[src/common/i2c_slave_regs.svh]
// Register offsets, field positions, reset values and timing figures of the slave block
`ifndef I2C_SLAVE_REGS_SVH
`define I2C_SLAVE_REGS_SVH

`define OFS_CONTROL        8'h00
`define OFS_STATUS         8'h04
`define OFS_ENABLE         8'h08
`define OFS_STATUS2        8'h0C
`define OFS_ENABLE2        8'h10
`define OFS_SLAVE_ADDR     8'h14
`define OFS_DATA_BUF       8'h18
`define OFS_MEM_PTR        8'h1C

`define CTRL_EN_BIT        0
`define CTRL_DIR_BIT       2
`define CTRL_STR_SEL_BIT   4
`define CTRL_ACK_BIT       5
`define CTRL_GC_EN_BIT     8
`define CTRL_STR_EN_BIT    9
`define CTRL_SMB_BIT       10
`define CTRL_RESET         16'h0001
`define CTRL_WR_MASK       16'h0731

`define ST_START_BIT       0
`define ST_TXDONE_BIT      1
`define ST_RXRDY_BIT       2
`define ST_STRETCH_BIT     3
`define ST_TIMEOUT_BIT     4
`define ST_AMATCH_BIT      5
`define ST_NACK_BIT        7
`define ST_GCALL_BIT       8
`define ST_OVERRUN_BIT     9
`define ST_SCL_BIT         10
`define ST_BUSY_BIT        14
`define ST_BUSACT_BIT      15
`define ST_SET_MASK        16'h0333
`define ST_CLR_MASK        16'h01BF
`define IE_MASK            16'h03BF

`define ST2_TXCOPY_BIT     1
`define ST2_MADDR_BIT      3
`define ST2_APHASE_BIT     4
`define ST2_STOP_BIT       5
`define ST2_SET_MASK       16'h0038
`define ST2_CLR_MASK       16'h003A
`define IE2_MASK           16'h0038

`define SLA_RESET          8'h36
`define GCALL_ADDR         8'h00
`define MPTR_MASK          16'h07FF
`define FLAGS_RESET        16'h0000

`define BITS_PER_BYTE      4'h8
`define APHASE_EDGES       4'h2
`define TIMEOUT_MS         30
`define CLK_KHZ            125000
`endif

[src/common/i2c_slave_pkg.sv]
// Types shared by the slave status block
package i2c_slave_pkg;
  // Gray code along idle, address, address ack, receive, receive ack, transmit, transmit ack
  typedef enum logic [2:0] {
    ST_IDLE = 3'h0,
    ST_ADDR = 3'h1,
    ST_AACK = 3'h3,
    ST_RXD  = 3'h2,
    ST_RACK = 3'h6,
    ST_TXD  = 3'h7,
    ST_TACK = 3'h5
  } link_state_e;

  typedef struct packed {
    logic smb_mode;
    logic str_en;
    logic gc_en;
    logic ack_bit;
    logic str_sel;
    logic en;
  } ctrl_s;

  typedef struct packed {
    logic ff1;
    logic ff2;
    logic ff3;
    logic q;
  } sync_s;
endpackage : i2c_slave_pkg

[src/rtl/i2c_slave_status.sv]
// I2C slave link engine with status flags, enables, interrupt and Wishbone registers
// Functional notes
// RULE1: Bus activity set on START or repeated START, cleared on STOP, zero when disabled.
// RULE2: Transaction-active bit reflects engine taking part in a transfer; read-only.
// RULE3: Read-only status bit shows present SCL level.
// RULE4: Overrun set on second byte before buffer read; only a buffer read clears it.
// RULE5: General-call flag set on address 00h when enabled; stays until cleared.
// RULE6: After each transmitted byte, NACK flag takes host acknowledge value.
// RULE7: Address-match flag set when received address equals programmed address.
// RULE8: Timeout flag set when SCL low over 30 ms with timeout enabled; code counts SCL low only while the engine is not idle.
// RULE9: Stretch flag set while holding SCL low; SCL released once flag cleared.
// RULE10: Receive-ready flag set by hardware when a data byte lands in buffer.
// RULE11: Transmit-complete flag set after byte out and acknowledge sampled; copy too.
// RULE12: Start flag set on START and repeated START; stays until cleared.
// RULE13: Writing one sets overrun, general-call, match, tx-done, start, stop, memory flags.
// RULE14: First enable register gates same-position flags 9..0 to the interrupt.
// RULE15: Stop flag in second status register set on STOP detection.
// RULE16: Address-phase flag set after START plus two SCL clocks.
// RULE17: Detected memory address copied into pointer bits 7:0, memory flag set.
// RULE18: First data byte after write-direction match is the memory address.
// RULE19: Second enable register gates stop, address-phase, memory flags at 5, 4, 3.
// RULE20: Slave address holds address in 7:1, direction in 0, resets 36h.
// RULE21: Software clears latched flags except overrun by writing zero; hardware clears only overrun, NACK and, on disable, stretch.
// RULE22: Timeout counting runs only while the timeout-mode bit is one.
// RULE23: General call answered only while general-call enable is one.
// RULE24: Interrupt is OR of all enabled flags, held until all are cleared.
//
// Added by the designer: the address map and the Wishbone register port.
`timescale 1ns/1ps
`include "i2c_slave_regs.svh"
module i2c_slave_status #(
  parameter int TIMEOUT_CYCLES = `TIMEOUT_MS * `CLK_KHZ,
  parameter int TO_W           = 22
) (
  input  wire logic        clock,
  input  wire logic        srst,
  input  wire logic        wb_cyc_i,
  input  wire logic        wb_stb_i,
  input  wire logic        wb_we_i,
  input  wire logic [7:0]  wb_adr_i,
  input  wire logic [3:0]  wb_sel_i,
  input  wire logic [31:0] wb_dat_i,
  output logic      [31:0] wb_dat_o,
  output logic             wb_ack_o,
  input  wire logic        scl_i,
  output logic             scl_o,
  output logic             scl_oe,
  input  wire logic        sda_i,
  output logic             sda_o,
  output logic             sda_oe,
  output logic             irq
);
  localparam logic [TO_W-1:0] TO_LIM   = TO_W'(TIMEOUT_CYCLES - 1);
  localparam logic [15:0]     CTRL_RST = `CTRL_RESET;

  typedef struct packed {
    i2c_slave_pkg::ctrl_s       ctrl;
    logic [15:0]                st;
    logic [15:0]                ie;
    logic [15:0]                st2;
    logic [15:0]                ie2;
    logic [7:0]                 sla;
    logic [7:0]                 tx_buf;
    logic [7:0]                 rx_buf;
    logic                       rx_unread;
    logic [10:0]                mptr;
    i2c_slave_pkg::link_state_e state;
    logic [3:0]                 cnt;
    logic [7:0]                 shift;
    logic                       rd_dir;
    logic                       expect_mem;
    logic                       host_ack;
    logic                       bus_act;
    logic                       scl_d;
    logic                       sda_d;
    logic [TO_W-1:0]            tocnt;
    logic                       ack;
    logic [31:0]                dat;
    logic                       irq;
    logic                       sda_oe;
    logic                       scl_oe;
  } state_s;

  state_s s_r;
  state_s s_nxt;
  logic   scl_f;
  logic   sda_f;

  pin_sync3 #(.RST_VAL(1'b1)) u_scl_sync (
    .clock (clock),
    .srst  (srst),
    .din   (scl_i),
    .q     (scl_f)
  );

  pin_sync3 #(.RST_VAL(1'b1)) u_sda_sync (
    .clock (clock),
    .srst  (srst),
    .din   (sda_i),
    .q     (sda_f)
  );

  function automatic logic [15:0] ctrl_word(input state_s s);
    logic [15:0] w;
    w                    = 16'h0000;
    w[`CTRL_EN_BIT]      = s.ctrl.en;
    w[`CTRL_DIR_BIT]     = s.rd_dir;
    w[`CTRL_STR_SEL_BIT] = s.ctrl.str_sel;
    w[`CTRL_ACK_BIT]     = s.ctrl.ack_bit;
    w[`CTRL_GC_EN_BIT]   = s.ctrl.gc_en;
    w[`CTRL_STR_EN_BIT]  = s.ctrl.str_en;
    w[`CTRL_SMB_BIT]     = s.ctrl.smb_mode;
    return w;
  endfunction : ctrl_word

  always_comb begin
    logic        scl_rise;
    logic        scl_fall;
    logic        start_ev;
    logic        stop_ev;
    logic        req;
    logic        wr;
    logic        rd;
    logic        busy;
    logic        at_last;
    logic        hit;
    logic        gcall;
    logic        set_str;
    logic [15:0] wmask;
    logic [15:0] wd;
    logic [15:0] st_live;
    logic [15:0] cw;
    s_nxt    = s_r;
    scl_rise = scl_f & ~s_r.scl_d;
    scl_fall = ~scl_f & s_r.scl_d;
    start_ev = s_r.sda_d & ~sda_f & scl_f & s_r.scl_d;
    stop_ev  = ~s_r.sda_d & sda_f & scl_f & s_r.scl_d;
    req      = wb_cyc_i & wb_stb_i;
    // Write and read side effects land on the edge the master takes ack
    wr       = req & s_r.ack & wb_we_i;
    rd       = req & s_r.ack & ~wb_we_i;
    busy     = (s_r.state != i2c_slave_pkg::ST_IDLE);
    at_last  = (s_r.cnt == `BITS_PER_BYTE);
    hit      = 1'b0;
    gcall    = 1'b0;
    set_str  = 1'b0;
    wmask    = {{8{wb_sel_i[1]}}, {8{wb_sel_i[0]}}};
    wd       = wb_dat_i[15:0];
    s_nxt.scl_d = scl_f;
    s_nxt.sda_d = sda_f;

    st_live = s_r.st;
    st_live[`ST_BUSACT_BIT] = s_r.bus_act; // RULE1
    st_live[`ST_BUSY_BIT]   = busy; // RULE2
    st_live[`ST_SCL_BIT]    = scl_f; // RULE3
    cw = ctrl_word(s_r);

    // Register bus: single-wait answer, unmapped offsets read zero
    s_nxt.ack = req & ~s_r.ack;
    if (req & ~s_r.ack) begin
      case (wb_adr_i)
        `OFS_CONTROL:    s_nxt.dat = {16'h0000, cw};
        `OFS_STATUS:     s_nxt.dat = {16'h0000, st_live};
        `OFS_ENABLE:     s_nxt.dat = {16'h0000, s_r.ie};
        `OFS_STATUS2:    s_nxt.dat = {16'h0000, s_r.st2};
        `OFS_ENABLE2:    s_nxt.dat = {16'h0000, s_r.ie2};
        `OFS_SLAVE_ADDR: s_nxt.dat = {24'h000000, s_r.sla}; // RULE20
        `OFS_DATA_BUF:   s_nxt.dat = {24'h000000, s_r.rx_buf};
        `OFS_MEM_PTR:    s_nxt.dat = {21'h000000, s_r.mptr};
        default:         s_nxt.dat = 32'h00000000;
      endcase
    end

    if (wr) begin
      case (wb_adr_i)
        `OFS_CONTROL: begin
          cw = (cw & ~(wmask & `CTRL_WR_MASK)) | (wd & wmask & `CTRL_WR_MASK);
          // Enable cannot be dropped or raised mid-transfer
          if (!busy) begin
            s_nxt.ctrl.en = cw[`CTRL_EN_BIT];
          end
          s_nxt.ctrl.str_sel  = cw[`CTRL_STR_SEL_BIT];
          s_nxt.ctrl.ack_bit  = cw[`CTRL_ACK_BIT];
          s_nxt.ctrl.gc_en    = cw[`CTRL_GC_EN_BIT];
          s_nxt.ctrl.str_en   = cw[`CTRL_STR_EN_BIT];
          s_nxt.ctrl.smb_mode = cw[`CTRL_SMB_BIT];
        end
        `OFS_STATUS: begin
          s_nxt.st = (s_r.st & ~(wmask & `ST_CLR_MASK & ~wd))
                     | (wmask & `ST_SET_MASK & wd); // RULE13 RULE21
        end
        `OFS_ENABLE:  s_nxt.ie = (s_r.ie & ~wmask) | (wd & wmask & `IE_MASK);
        `OFS_STATUS2: begin
          s_nxt.st2 = (s_r.st2 & ~(wmask & `ST2_CLR_MASK & ~wd))
                      | (wmask & `ST2_SET_MASK & wd); // RULE13 RULE21
        end
        `OFS_ENABLE2: s_nxt.ie2 = (s_r.ie2 & ~wmask) | (wd & wmask & `IE2_MASK);
        `OFS_SLAVE_ADDR: begin
          if (wb_sel_i[0]) begin
            s_nxt.sla = wd[7:0]; // RULE20
          end
        end
        `OFS_DATA_BUF: begin
          if (wb_sel_i[0]) begin
            s_nxt.tx_buf = wd[7:0];
          end
        end
        `OFS_MEM_PTR: begin
          s_nxt.mptr = 11'((s_r.mptr & ~wmask[10:0]) | (wd & wmask & `MPTR_MASK));
        end
        default: begin
        end
      endcase
    end

    if (rd && (wb_adr_i == `OFS_DATA_BUF)) begin
      s_nxt.rx_unread = 1'b0;
      s_nxt.st[`ST_OVERRUN_BIT] = 1'b0; // RULE4
    end

    // Link engine; hardware sets come after bus writes so a set wins
    if (!s_r.ctrl.en) begin
      s_nxt.state   = i2c_slave_pkg::ST_IDLE;
      s_nxt.bus_act = 1'b0; // RULE1
      s_nxt.sda_oe  = 1'b0;
      s_nxt.st[`ST_STRETCH_BIT] = 1'b0;
    end else if (stop_ev) begin
      s_nxt.state   = i2c_slave_pkg::ST_IDLE;
      s_nxt.bus_act = 1'b0; // RULE1
      s_nxt.sda_oe  = 1'b0;
      s_nxt.st2[`ST2_STOP_BIT] = 1'b1; // RULE15
    end else if (start_ev) begin
      s_nxt.state   = i2c_slave_pkg::ST_ADDR;
      s_nxt.cnt     = 4'h0;
      s_nxt.bus_act = 1'b1; // RULE1
      s_nxt.sda_oe  = 1'b0;
      s_nxt.expect_mem = 1'b0;
      s_nxt.st[`ST_START_BIT] = 1'b1; // RULE12
    end else begin
      case (s_r.state)
        i2c_slave_pkg::ST_IDLE: begin
        end
        i2c_slave_pkg::ST_ADDR: begin
          if (scl_rise) begin
            s_nxt.shift = {s_r.shift[6:0], sda_f};
            s_nxt.cnt   = 4'(s_r.cnt + 4'h1);
            if (4'(s_r.cnt + 4'h1) == `APHASE_EDGES) begin
              s_nxt.st2[`ST2_APHASE_BIT] = 1'b1; // RULE16
            end
          end else if (scl_fall && at_last) begin
            hit   = (s_r.shift[7:1] == s_r.sla[7:1]);
            gcall = (s_r.shift == `GCALL_ADDR) & s_r.ctrl.gc_en; // RULE23
            if (hit) begin
              s_nxt.st[`ST_AMATCH_BIT] = 1'b1; // RULE7
              s_nxt.sla[0]     = s_r.shift[0]; // RULE20
              s_nxt.rd_dir     = s_r.shift[0];
              s_nxt.expect_mem = ~s_r.shift[0]; // RULE18
            end
            if (gcall) begin
              s_nxt.st[`ST_GCALL_BIT] = 1'b1; // RULE5
              s_nxt.rd_dir = 1'b0;
            end
            if (hit | gcall) begin
              s_nxt.state  = i2c_slave_pkg::ST_AACK;
              s_nxt.sda_oe = 1'b1;
              set_str      = s_r.ctrl.str_sel;
            end else begin
              // Other slave addressed: drop out until next START
              s_nxt.state = i2c_slave_pkg::ST_IDLE;
            end
          end
        end
        i2c_slave_pkg::ST_AACK: begin
          if (scl_fall) begin
            s_nxt.cnt = 4'h0;
            set_str   = ~s_r.ctrl.str_sel;
            if (s_r.rd_dir) begin
              s_nxt.state  = i2c_slave_pkg::ST_TXD;
              s_nxt.shift  = s_r.tx_buf;
              s_nxt.sda_oe = ~s_r.tx_buf[7];
            end else begin
              s_nxt.state  = i2c_slave_pkg::ST_RXD;
              s_nxt.sda_oe = 1'b0;
            end
          end
        end
        i2c_slave_pkg::ST_RXD: begin
          if (scl_rise) begin
            s_nxt.shift = {s_r.shift[6:0], sda_f};
            s_nxt.cnt   = 4'(s_r.cnt + 4'h1);
          end else if (scl_fall && at_last) begin
            s_nxt.rx_buf    = s_r.shift;
            s_nxt.rx_unread = 1'b1;
            s_nxt.st[`ST_RXRDY_BIT] = 1'b1; // RULE10
            if (s_r.rx_unread) begin
              s_nxt.st[`ST_OVERRUN_BIT] = 1'b1; // RULE4
            end
            if (s_r.expect_mem) begin
              s_nxt.mptr[7:0]  = s_r.shift; // RULE17 RULE18
              s_nxt.expect_mem = 1'b0;
              s_nxt.st2[`ST2_MADDR_BIT] = 1'b1; // RULE17
            end
            s_nxt.state  = i2c_slave_pkg::ST_RACK;
            s_nxt.sda_oe = ~s_r.ctrl.ack_bit;
            set_str      = s_r.ctrl.str_sel;
          end
        end
        i2c_slave_pkg::ST_RACK: begin
          if (scl_fall) begin
            s_nxt.state  = i2c_slave_pkg::ST_RXD;
            s_nxt.cnt    = 4'h0;
            s_nxt.sda_oe = 1'b0;
            set_str      = ~s_r.ctrl.str_sel;
          end
        end
        i2c_slave_pkg::ST_TXD: begin
          if (scl_rise) begin
            s_nxt.cnt = 4'(s_r.cnt + 4'h1);
          end else if (scl_fall && at_last) begin
            s_nxt.state  = i2c_slave_pkg::ST_TACK;
            s_nxt.sda_oe = 1'b0;
            set_str      = s_r.ctrl.str_sel;
          end else if (scl_fall) begin
            s_nxt.shift  = {s_r.shift[6:0], 1'b0};
            s_nxt.sda_oe = ~s_r.shift[6];
          end
        end
        i2c_slave_pkg::ST_TACK: begin
          if (scl_rise) begin
            s_nxt.host_ack = ~sda_f;
            s_nxt.st[`ST_NACK_BIT]     = sda_f; // RULE6
            s_nxt.st[`ST_TXDONE_BIT]   = 1'b1; // RULE11
            s_nxt.st2[`ST2_TXCOPY_BIT] = 1'b1; // RULE11
          end else if (scl_fall) begin
            if (s_r.host_ack) begin
              s_nxt.state  = i2c_slave_pkg::ST_TXD;
              s_nxt.cnt    = 4'h0;
              s_nxt.shift  = s_r.tx_buf;
              s_nxt.sda_oe = ~s_r.tx_buf[7];
              set_str      = ~s_r.ctrl.str_sel;
            end else begin
              // Host NACK ends the read; wait for STOP or START
              s_nxt.state = i2c_slave_pkg::ST_IDLE;
            end
          end
        end
        default: begin
          s_nxt.state  = i2c_slave_pkg::ST_IDLE;
          s_nxt.sda_oe = 1'b0;
        end
      endcase
    end

    if (set_str && s_r.ctrl.str_en) begin
      s_nxt.st[`ST_STRETCH_BIT] = 1'b1; // RULE9
    end
    // SCL held exactly while the stretch flag stands
    s_nxt.scl_oe = s_nxt.st[`ST_STRETCH_BIT] & s_r.ctrl.en; // RULE9

    // Timeout counter clears whenever inactive, so only one unbroken low counts
    if (s_r.ctrl.en && s_r.ctrl.smb_mode && busy && !scl_f) begin // RULE22
      if (s_r.tocnt == TO_LIM) begin
        s_nxt.st[`ST_TIMEOUT_BIT] = 1'b1; // RULE8
      end else begin
        s_nxt.tocnt = TO_W'(s_r.tocnt + 1'b1);
      end
    end else begin
      s_nxt.tocnt = '0;
    end

    s_nxt.irq = |((s_nxt.st & s_nxt.ie & `IE_MASK)
                  | (s_nxt.st2 & s_nxt.ie2 & `IE2_MASK)); // RULE14 RULE19 RULE24
  end

  always_ff @(posedge clock) begin
    if (srst) begin
      s_r            <= '0;
      s_r.ctrl.en    <= CTRL_RST[`CTRL_EN_BIT];
      s_r.st         <= `FLAGS_RESET;
      s_r.st2        <= `FLAGS_RESET;
      s_r.sla        <= `SLA_RESET; // RULE20
      s_r.state      <= i2c_slave_pkg::ST_IDLE;
      s_r.scl_d      <= 1'b1;
      s_r.sda_d      <= 1'b1;
    end else begin
      s_r <= s_nxt;
    end
  end

  assign wb_dat_o = s_r.dat;
  assign wb_ack_o = s_r.ack;
  assign scl_oe   = s_r.scl_oe;
  assign sda_oe   = s_r.sda_oe;
  assign scl_o    = 1'b0;
  assign sda_o    = 1'b0;
  assign irq      = s_r.irq;
endmodule : i2c_slave_status

[src/rtl/pin_sync3.sv]
// Three-flop synchroniser with agreement filter for one pin
`timescale 1ns/1ps
module pin_sync3 #(
  parameter logic RST_VAL = 1'b1
) (
  input  wire logic clock,
  input  wire logic srst,
  input  wire logic din,
  output logic      q
);
  i2c_slave_pkg::sync_s s_r;
  i2c_slave_pkg::sync_s s_nxt;

  always_comb begin
    s_nxt     = s_r;
    s_nxt.ff1 = din;
    s_nxt.ff2 = s_r.ff1;
    s_nxt.ff3 = s_r.ff2;
    // Change accepted only once the two settled stages agree
    if (s_r.ff2 == s_r.ff3) begin
      s_nxt.q = s_r.ff3;
    end
  end

  always_ff @(posedge clock) begin
    if (srst) begin
      s_r <= {RST_VAL, RST_VAL, RST_VAL, RST_VAL};
    end else begin
      s_r <= s_nxt;
    end
  end

  assign q = s_r.q;
endmodule : pin_sync3
[config.mk]
export PLATFORM = sky130hd
export DESIGN_NAME = i2c_slave_status
export DESIGN_NICKNAME = d
export VERILOG_FILES = /design/src/common/i2c_slave_pkg.sv /design/src/rtl/i2c_slave_status.sv /design/src/rtl/pin_sync3.sv
export VERILOG_INCLUDE_DIRS = /design/src /design/src/common
export SDC_FILE = /design/constraint.sdc
export NUM_CORES = 1
export LEC_CHECK = 0
export BUFFER_PORTS_ARGS = -buffer_cell sky130_fd_sc_hd__buf_4
export CAP_MARGIN = 20
export CORE_MARGIN = 3
export CORE_UTILIZATION = 45
export DETAILED_ROUTE_END_ITERATION = 10
export SLEW_MARGIN = 30
export SYNTH_ARGS = -nofsm -noshare
export SYNTH_HDL_FRONTEND = slang
export SYNTH_SLANG_ARGS = --single-unit
export TNS_END_PERCENT = 20
[constraint.sdc]
create_clock -name clock -period 4.8 [get_ports clock]
set_clock_uncertainty 0.15 [all_clocks]
set_input_delay 0 -clock clock [delete_from_list [all_inputs] [get_ports clock]]
set_output_delay 0 -clock clock [all_outputs]
set_load 0.01 [all_outputs]
**Yosys cells after proc, flatten, opt, wreduce, memory -nomap -nowiden**

Cells that the tools add are included.

- Add/subtract/negate cells: 2
- Equal/unequal tests: 51
- Muxes and demuxes: 141
- Bitwise logic cells: 60
- Reduce and logical (&&, ||, !) cells: 36

Operators with widths:

| kind | number |
|---|---|
| one-hot mux 16 bit (8 select lines) | 1 |
| 2-to-1 mux 8 bit | 15 |
| 2-to-1 mux 1 bit | 87 |
| 2-to-1 mux 80 bit | 1 |
| bitwise AND 16 bit | 4 |
| 2-to-1 mux 16 bit | 4 |
| NOT 16 bit | 4 |
| 2-to-1 mux 15 bit | 3 |
| inequality test 3 bit, second input constant | 14 |
| 2-to-1 mux 3 bit | 12 |
| bitwise AND 11 bit | 3 |
| bitwise AND 6 x 16 -> 16 bit | 2 |
| == test 8 x 5 -> 1 bit, second input constant | 4 |
| inequality test 2 bit, second input constant | 16 |
| bitwise OR 16 bit | 2 |
| one-hot mux 8 bit (4 select lines) | 1 |
| AND reduction 13 bit | 2 |
| 2-to-1 mux 12 bit | 2 |
| adder 22 x 1 -> 22 bit, second input constant | 1 |
| == test 22 bit, second input constant | 1 |
| 2-to-1 mux 11 bit | 2 |
| NOT 11 bit | 2 |
| bitwise OR 11 bit | 2 |
| AND reduction 11 bit | 2 |
| other kinds (50) | 103 |

- Flip-flop bits (word level): 193
- Input bits: 51
- Output and inout bits: 38
- Logic and storage cells: 331

**Depth between registers and ports, before layout**

- Word-level depth: 18
- Gate-level depth with buffers: 10
- Gate-level depth less buffers: 9

**Modules after synthesis**

Synthesis repeated with hierarchy kept, for this count alone.

- Cell total of the unflattened synthesis: 908
- Area, all modules: 7659.8 µm²

Modules (own cells, without submodules):

| module | instances | cells each | area an instance (µm²) | sequential area each (µm²) |
|---|---|---|---|---|
| i2c_slave_status | 1 | 888 | 7429.6 | 3002.9 |
| pin_sync3 | 2 | 10 | 115.1 | 80.1 |

**Least setup slack after synthesis**

No wires, ideal clock.

- Path kind: register to register
- Start: register s_r (netlist bit wb_ack_o)
- End: register s_r (netlist bit irq)
- Setup time: 0.138 ns
- Arrival time: 2.061 ns
- Required time: 4.512 ns
- Slack: 2.451 ns
- Stages on the path, launching flop included: 10
- Buffers on the path: 2
- Clock period less this slack: 2.349 ns
- Cells stage by stage: dfxtp_1 > and4_1 > buf_2 > and2_1 > buf_2 > nand2_1 > mux2_1 > a222oi_1 > o2111a_1 > a41oi_1

- Word-level cells in the longest chain between the ends: 14
- Elaborated cells between the ends (all ways): 54
- Those cells by class: mux: 46; bitwise: 6; reduce/logical: 2

Ends and longest elaborated chain:

| element | line | source |
|---|---|---|
| from (decl) | i2c_slave_status.sv:84 | `state_s s_r;` |
| from (signal assigned) | i2c_slave_status.sv:386 | `s_r <= s_nxt;` |
| bitwise AND 1 bit (*) | i2c_slave_status.sv:140, i2c_slave_status.sv:141 |  |
| bitwise AND 1 bit, on equally long branches | i2c_slave_status.sv:140, i2c_slave_status.sv:141 |  |
| 2-to-1 mux 80 bit or logical AND 1 bit (tied branches) | i2c_slave_status.sv:174, i2c_slave_status.sv:216 |  |
| 2-to-1 mux 1 bit | i2c_slave_status.sv:216 | `` if (rd && (wb_adr_i == `OFS_DATA_BUF)) begin `` |
| 2-to-1 mux 1 bit | i2c_slave_status.sv:295 | `if (s_r.rx_unread) begin` |
| 2-to-1 mux 1 bit | i2c_slave_status.sv:291 | `end else if (scl_fall && at_last) begin` |
| 2-to-1 mux 1 bit | i2c_slave_status.sv:288 | `if (scl_rise) begin` |
| 2-to-1 mux 1 bit | i2c_slave_status.sv:240 | `case (s_r.state)` |
| 2-to-1 mux 3 bit | i2c_slave_status.sv:232 | `end else if (start_ev) begin` |
| 2-to-1 mux 3 bit | i2c_slave_status.sv:227 | `end else if (stop_ev) begin` |
| 2-to-1 mux 3 bit | i2c_slave_status.sv:222 | `if (!s_r.ctrl.en) begin` |
| bitwise AND 10 bit | i2c_slave_status.sv:371 | `` s_nxt.irq = \|((s_nxt.st & s_nxt.ie & `IE_MASK) `` |
| bitwise OR 10 x 6 -> 10 bit (*) | i2c_slave_status.sv:371 |  |
| OR reduction 16 bit (*) | i2c_slave_status.sv:371 |  |

Mark *: on every way between the ends. The rest lies on a longest branch, timed or not.
A chain may end at the register's enable or synchronous reset.

**Final worst setup path**

- Start: input port wb_adr_i[3]
- End: register s_r (netlist bit irq)

- Word-level cells in the longest chain between the ends: 14
- Elaborated cells between the ends (all ways): 60
- Those cells by class: eq/ne: 5; mux: 50; bitwise: 3; reduce/logical: 2

Ends and longest elaborated chain:

| element | line | source |
|---|---|---|
| from (decl) | i2c_slave_status.sv:40 | `input wire logic [7:0] wb_adr_i,` |
| == test 8 x 3 -> 1 bit | i2c_slave_status.sv:175 | `case (wb_adr_i)` |
| 2-to-1 mux 16 bit | i2c_slave_status.sv:175 |  |
| 2-to-1 mux 80 bit | i2c_slave_status.sv:174 | `if (wr) begin` |
| 2-to-1 mux 1 bit | i2c_slave_status.sv:216 |  |
| 2-to-1 mux 1 bit | i2c_slave_status.sv:295 |  |
| 2-to-1 mux 1 bit | i2c_slave_status.sv:291 |  |
| 2-to-1 mux 1 bit | i2c_slave_status.sv:288 |  |
| 2-to-1 mux 1 bit | i2c_slave_status.sv:240 |  |
| 2-to-1 mux 3 bit | i2c_slave_status.sv:232 |  |
| 2-to-1 mux 3 bit | i2c_slave_status.sv:227 |  |
| 2-to-1 mux 3 bit | i2c_slave_status.sv:222 |  |
| bitwise AND 10 bit | i2c_slave_status.sv:371 |  |
| bitwise OR 10 x 6 -> 10 bit (*) | i2c_slave_status.sv:371 |  |
| OR reduction 16 bit (*) | i2c_slave_status.sv:371 |  |

Marks and branches as above.

==> results.sh <==
export IMPL_fin_crit_sh_pct=65.7
export IMPL_insertedDiodeCount=0
export IMPL_place_hpwl_um=14800
export IMPL_final_core_util_pct=53.7
export IMPL_gp_congestion=0.886
export IMPL_syn_avg_cell_area_um2=8.31
export IMPL_ys_ff_latch=158
export IMPL_yosysTopAreaCell="dfxtp_1"
export IMPL_ff_latch_area_um2=3160
export IMPL_rrSetupSlack_ns=1.74
export IMPL_crit_path_start="wb_adr_i[3]"
export IMPL_die_y_um=135
export IMPL_syn_inst=907
export IMPL_multi_input_area_um2=3910
export IMPL_fp_row_count=46
export IMPL_antenna_found_initial=0
export IMPL_crit_chain="dlygate4sd3_1, buf_4, or4b_2, dlygate4sd3_1, nor3_1, a21oi_1, o221ai_1, o2111a_1, a41oi_1"
export IMPL_grt_pass1_wl_um=34300
export IMPL_tightest_slew_ns=0.971
export IMPL_finalNetCount=983
export IMPL_area_delta_synth_final_pct=14.8
export IMPL_syn_cell_area_um2=7540
export IMPL_clockBufferDepth=2
export IMPL_ant_nets=0
export IMPL_timing_worst_setup_path_type="input pin to flop"
export IMPL_cts_inserted_buffers=17
export IMPL_clkLatencyLatePin_ns=0.43
export IMPL_arrival_ns=3.28
export IMPL_ys_top_cells_by_area="dfxtp_1 (42%), a21oi_1 (6.1%), nor2_1 (5.1%)"
export IMPL_synth_edf_count=0
export IMPL_end_kind="flop"
export IMPL_cts_resized=0
export IMPL_ys_warnings_count=0
export IMPL_powerDensity_nw_per_um2=335
export IMPL_ff2ff_path_depth=8
export IMPL_htree_num_levels=4
export IMPL_viasPerCell=5.89
export IMPL_fin_crit_ns=3.15
export IMPL_hold_viol_final=0
export IMPL_setup_viol=0
export IMPL_r2r_start="wb_ack_o$_SDFF_PP0_"
export IMPL_start_kind="input pin"
export IMPL_coreArea_um2=16100
export IMPL_grt_pass1_vias=6387
export IMPL_fp_dieArea_um2=18300
export IMPL_r2r_end="irq$_SDFF_PP0_"
export IMPL_initial_core_util_pct=46.8
export IMPL_cts_tree="built"
export IMPL_layout_drive_gt1_share_pct=11.5
export IMPL_final_area_um2=8650
export IMPL_final_setup_tns_ns=0
export IMPL_seq_area_frac_synth_pct=42.0
export IMPL_hold_ws_ns=0.0471
export IMPL_ys_flop_type="dfxtp_1"
export IMPL_cp_max_fo=5
export IMPL_required_ns=4.93
export IMPL_setup_ws_ns=1.65
export IMPL_drcViolationCount=0
export IMPL_drtIter0Drc=785
export IMPL_max_stage_delay_ns=0.69
export IMPL_vias=6813
export IMPL_root_buffer="clkbuf_16"
export IMPL_clock_fmax_ghz=0.317
export IMPL_clkSinkCount=158
export IMPL_status="finished, final reports clean"
export IMPL_async_flop_share_pct=0
export IMPL_dp_slack_ns=1.78
export IMPL_clk_pin_slew_ns=0.06
export IMPL_routedWlPerCell_um=18.7
export IMPL_cp_common_cell="dlygate4sd3_1"
export IMPL_rsz0062_at_grt="no"
export IMPL_cp_endpoint="irq$_SDFF_PP0_"
export IMPL_slowest_stage="or4b_2"
export IMPL_drt_pre_antenna_iters=5
export IMPL_ys_types=74
export IMPL_fillers=1574
export IMPL_slew_headroom_pct=34.7
export IMPL_place_port_buffers=47
export IMPL_hold_path_class="input pin to flop"
export IMPL_ios=89
export IMPL_grt_max_degree=67
export IMPL_cap_violations=0
export IMPL_slew_viol_final=0
export IMPL_place_area_um2=7790
export IMPL_peakVddDrop_mv=0.246
export IMPL_fp_dieW_um=135
export IMPL_track_usage_pct=23.7
export IMPL_grt_ovfl_total=0
export IMPL_drt_wl_total_um=21700
export IMPL_postCtsSetupBuffers=0
export IMPL_p_leak_nw=3.06
export IMPL_synth_top_area_share_pct=42.0
state kept, by name, summed over array words and instances (netlist names), named ones only:
| signal | count |
|---|---|
| u_scl_sync.s_nxt | 2 |
| u_sda_sync.q | 1 |
| wb_dat_o | 16 |
| u_scl_sync.s_r | 1 |
| u_scl_sync.q | 1 |
| u_sda_sync.s_r | 1 |
| u_sda_sync.s_nxt | 2 |
| s_r | 120 |
| scl_oe | 1 |
| irq | 1 |
| wb_ack_o | 1 |
| sda_oe | 1 |
through the flow:
| step | instances | power (mW) |
|---|---|---|
| after floorplan | 924 | 1.39 |
| after global placement | 1103 | 1.42 |
| after detailed placement | 1103 | 1.42 |
| after CTS | 1155 | 2.92 |
| after global routing | 1156 | 2.98 |
| final | 1156 | 2.90 |
synthesized netlist by cell type, types with 6 or more instances:
cell type / instances
a311oi_1: 8
a211oi_1: 12
o21ai_0: 19
or3_1: 6
nand4_1: 13
nor2_1: 103
nand3_1: 36
nor3_1: 13
inv_1: 10
a21oi_1: 92
mux2i_1: 21
xnor2_1: 11
nor4_1: 6
a31oi_1: 10
a22oi_1: 16
nand2_1: 100
or2_2: 11
clkbuf_1: 46
xor2_1: 19
buf_2: 7
nor2b_1: 14
dfxtp_1: 158
and2_1: 27
buf_4: 37
a222oi_1: 13
nand2b_1: 6
layer usage:
metal  vias to the layer above  global-route usage, %  routed length [µm]
li1                       3235                      -                   -
met2                       283                   36.2                9410
met1                      3251                   33.6               10100
met5                         -                      0                   0
met4                         0                   7.45                 567
met3                        44                   5.13                1600
placed cells by master, fill, tap and decap left out, types with 4 or more instances in the layout:
cell / instances
a211o_1: 5
a211oi_1: 12
a21oi_1: 92
a221oi_1: 4
a222oi_1: 13
a22oi_1: 16
a311oi_1: 8
a31oi_1: 10
and2_1: 28
and3_1: 5
buf_4: 55
bufinv_16: 5
clkbuf_16: 17
conb_1: 18
dfxtp_1: 158
dlygate4sd3_1: 21
ha_1: 4
inv_1: 10
mux2i_1: 21
nand2_1: 100
nand2b_1: 6
nand3_1: 36
nand3b_1: 4
nand4_1: 13
nand4b_1: 4
nor2_1: 103
nor2b_1: 14
nor3_1: 13
nor4_1: 6
o21ai_0: 19
o22ai_1: 5
or2_2: 11
or3_1: 6
or4_1: 4
xnor2_1: 11
xor2_1: 19
how the worst min path moves through the flow:
stage / cells after the start / slack, ns / startpoint / endpoint
floorplan: 1 / -0.05 / scl_i / u_scl_sync.s_nxt[2]$_SDFF_PP1_
global placement: 2 / 0.04 / sda_i / u_sda_sync.s_nxt[2]$_SDFF_PP1_
detailed placement: 2 / 0.04 / scl_i / u_scl_sync.s_nxt[2]$_SDFF_PP1_
CTS: 5 / 0.02 / wb_adr_i[4] / s_r[163]$_SDFF_PP0_
global route: 5 / 0.08 / wb_adr_i[4] / s_r[164]$_SDFF_PP0_
finish: 5 / 0.05 / wb_adr_i[4] / s_r[164]$_SDFF_PP0_
timing repair:
action | 4_1_cts | 5_1_grt
hold buffers | 21 | 0
setup endpoints to repair | 0 | 0
hold endpoints to repair | 85 | 0
cell families after synthesis:
family	synth area share, %
xor+xnor	3.49
mux	3.54
buf+inv	6.99
other cells	0.0497
compound gates	18.8
fa+ha+maj	0.664
simple gates	24.5
flops	42.0
worst max-delay path: cells and delay by family:
family | cells | cell delay, ns
AO/OA/AOI/OAI | 4 | 0.77
buffers and inverters | 3 | 1.28
AND/OR/NAND/NOR | 2 | 1.22
layout make-up:
type / count / share of cell area [%]
multi-input combinational: 665 / 45.2
timing repair buffer: 76 / 7.20
sequential: 158 / 36.6
clock inverter: 9 / 2.11
clock buffer: 22 / 5.36
inverter: 10 / 0.434
tap: 216 / 3.12
power by group:
group          total (mW)  switching, mW  leakage, nW  internal (mW)
sequential           1.32        0.00159         1.27           1.31
clock                1.49          0.543        0.307          0.951
combinational      0.0871         0.0545         1.48         0.0326
total                2.90          0.599         3.06           2.30
(Power assumes the default switching activity.)
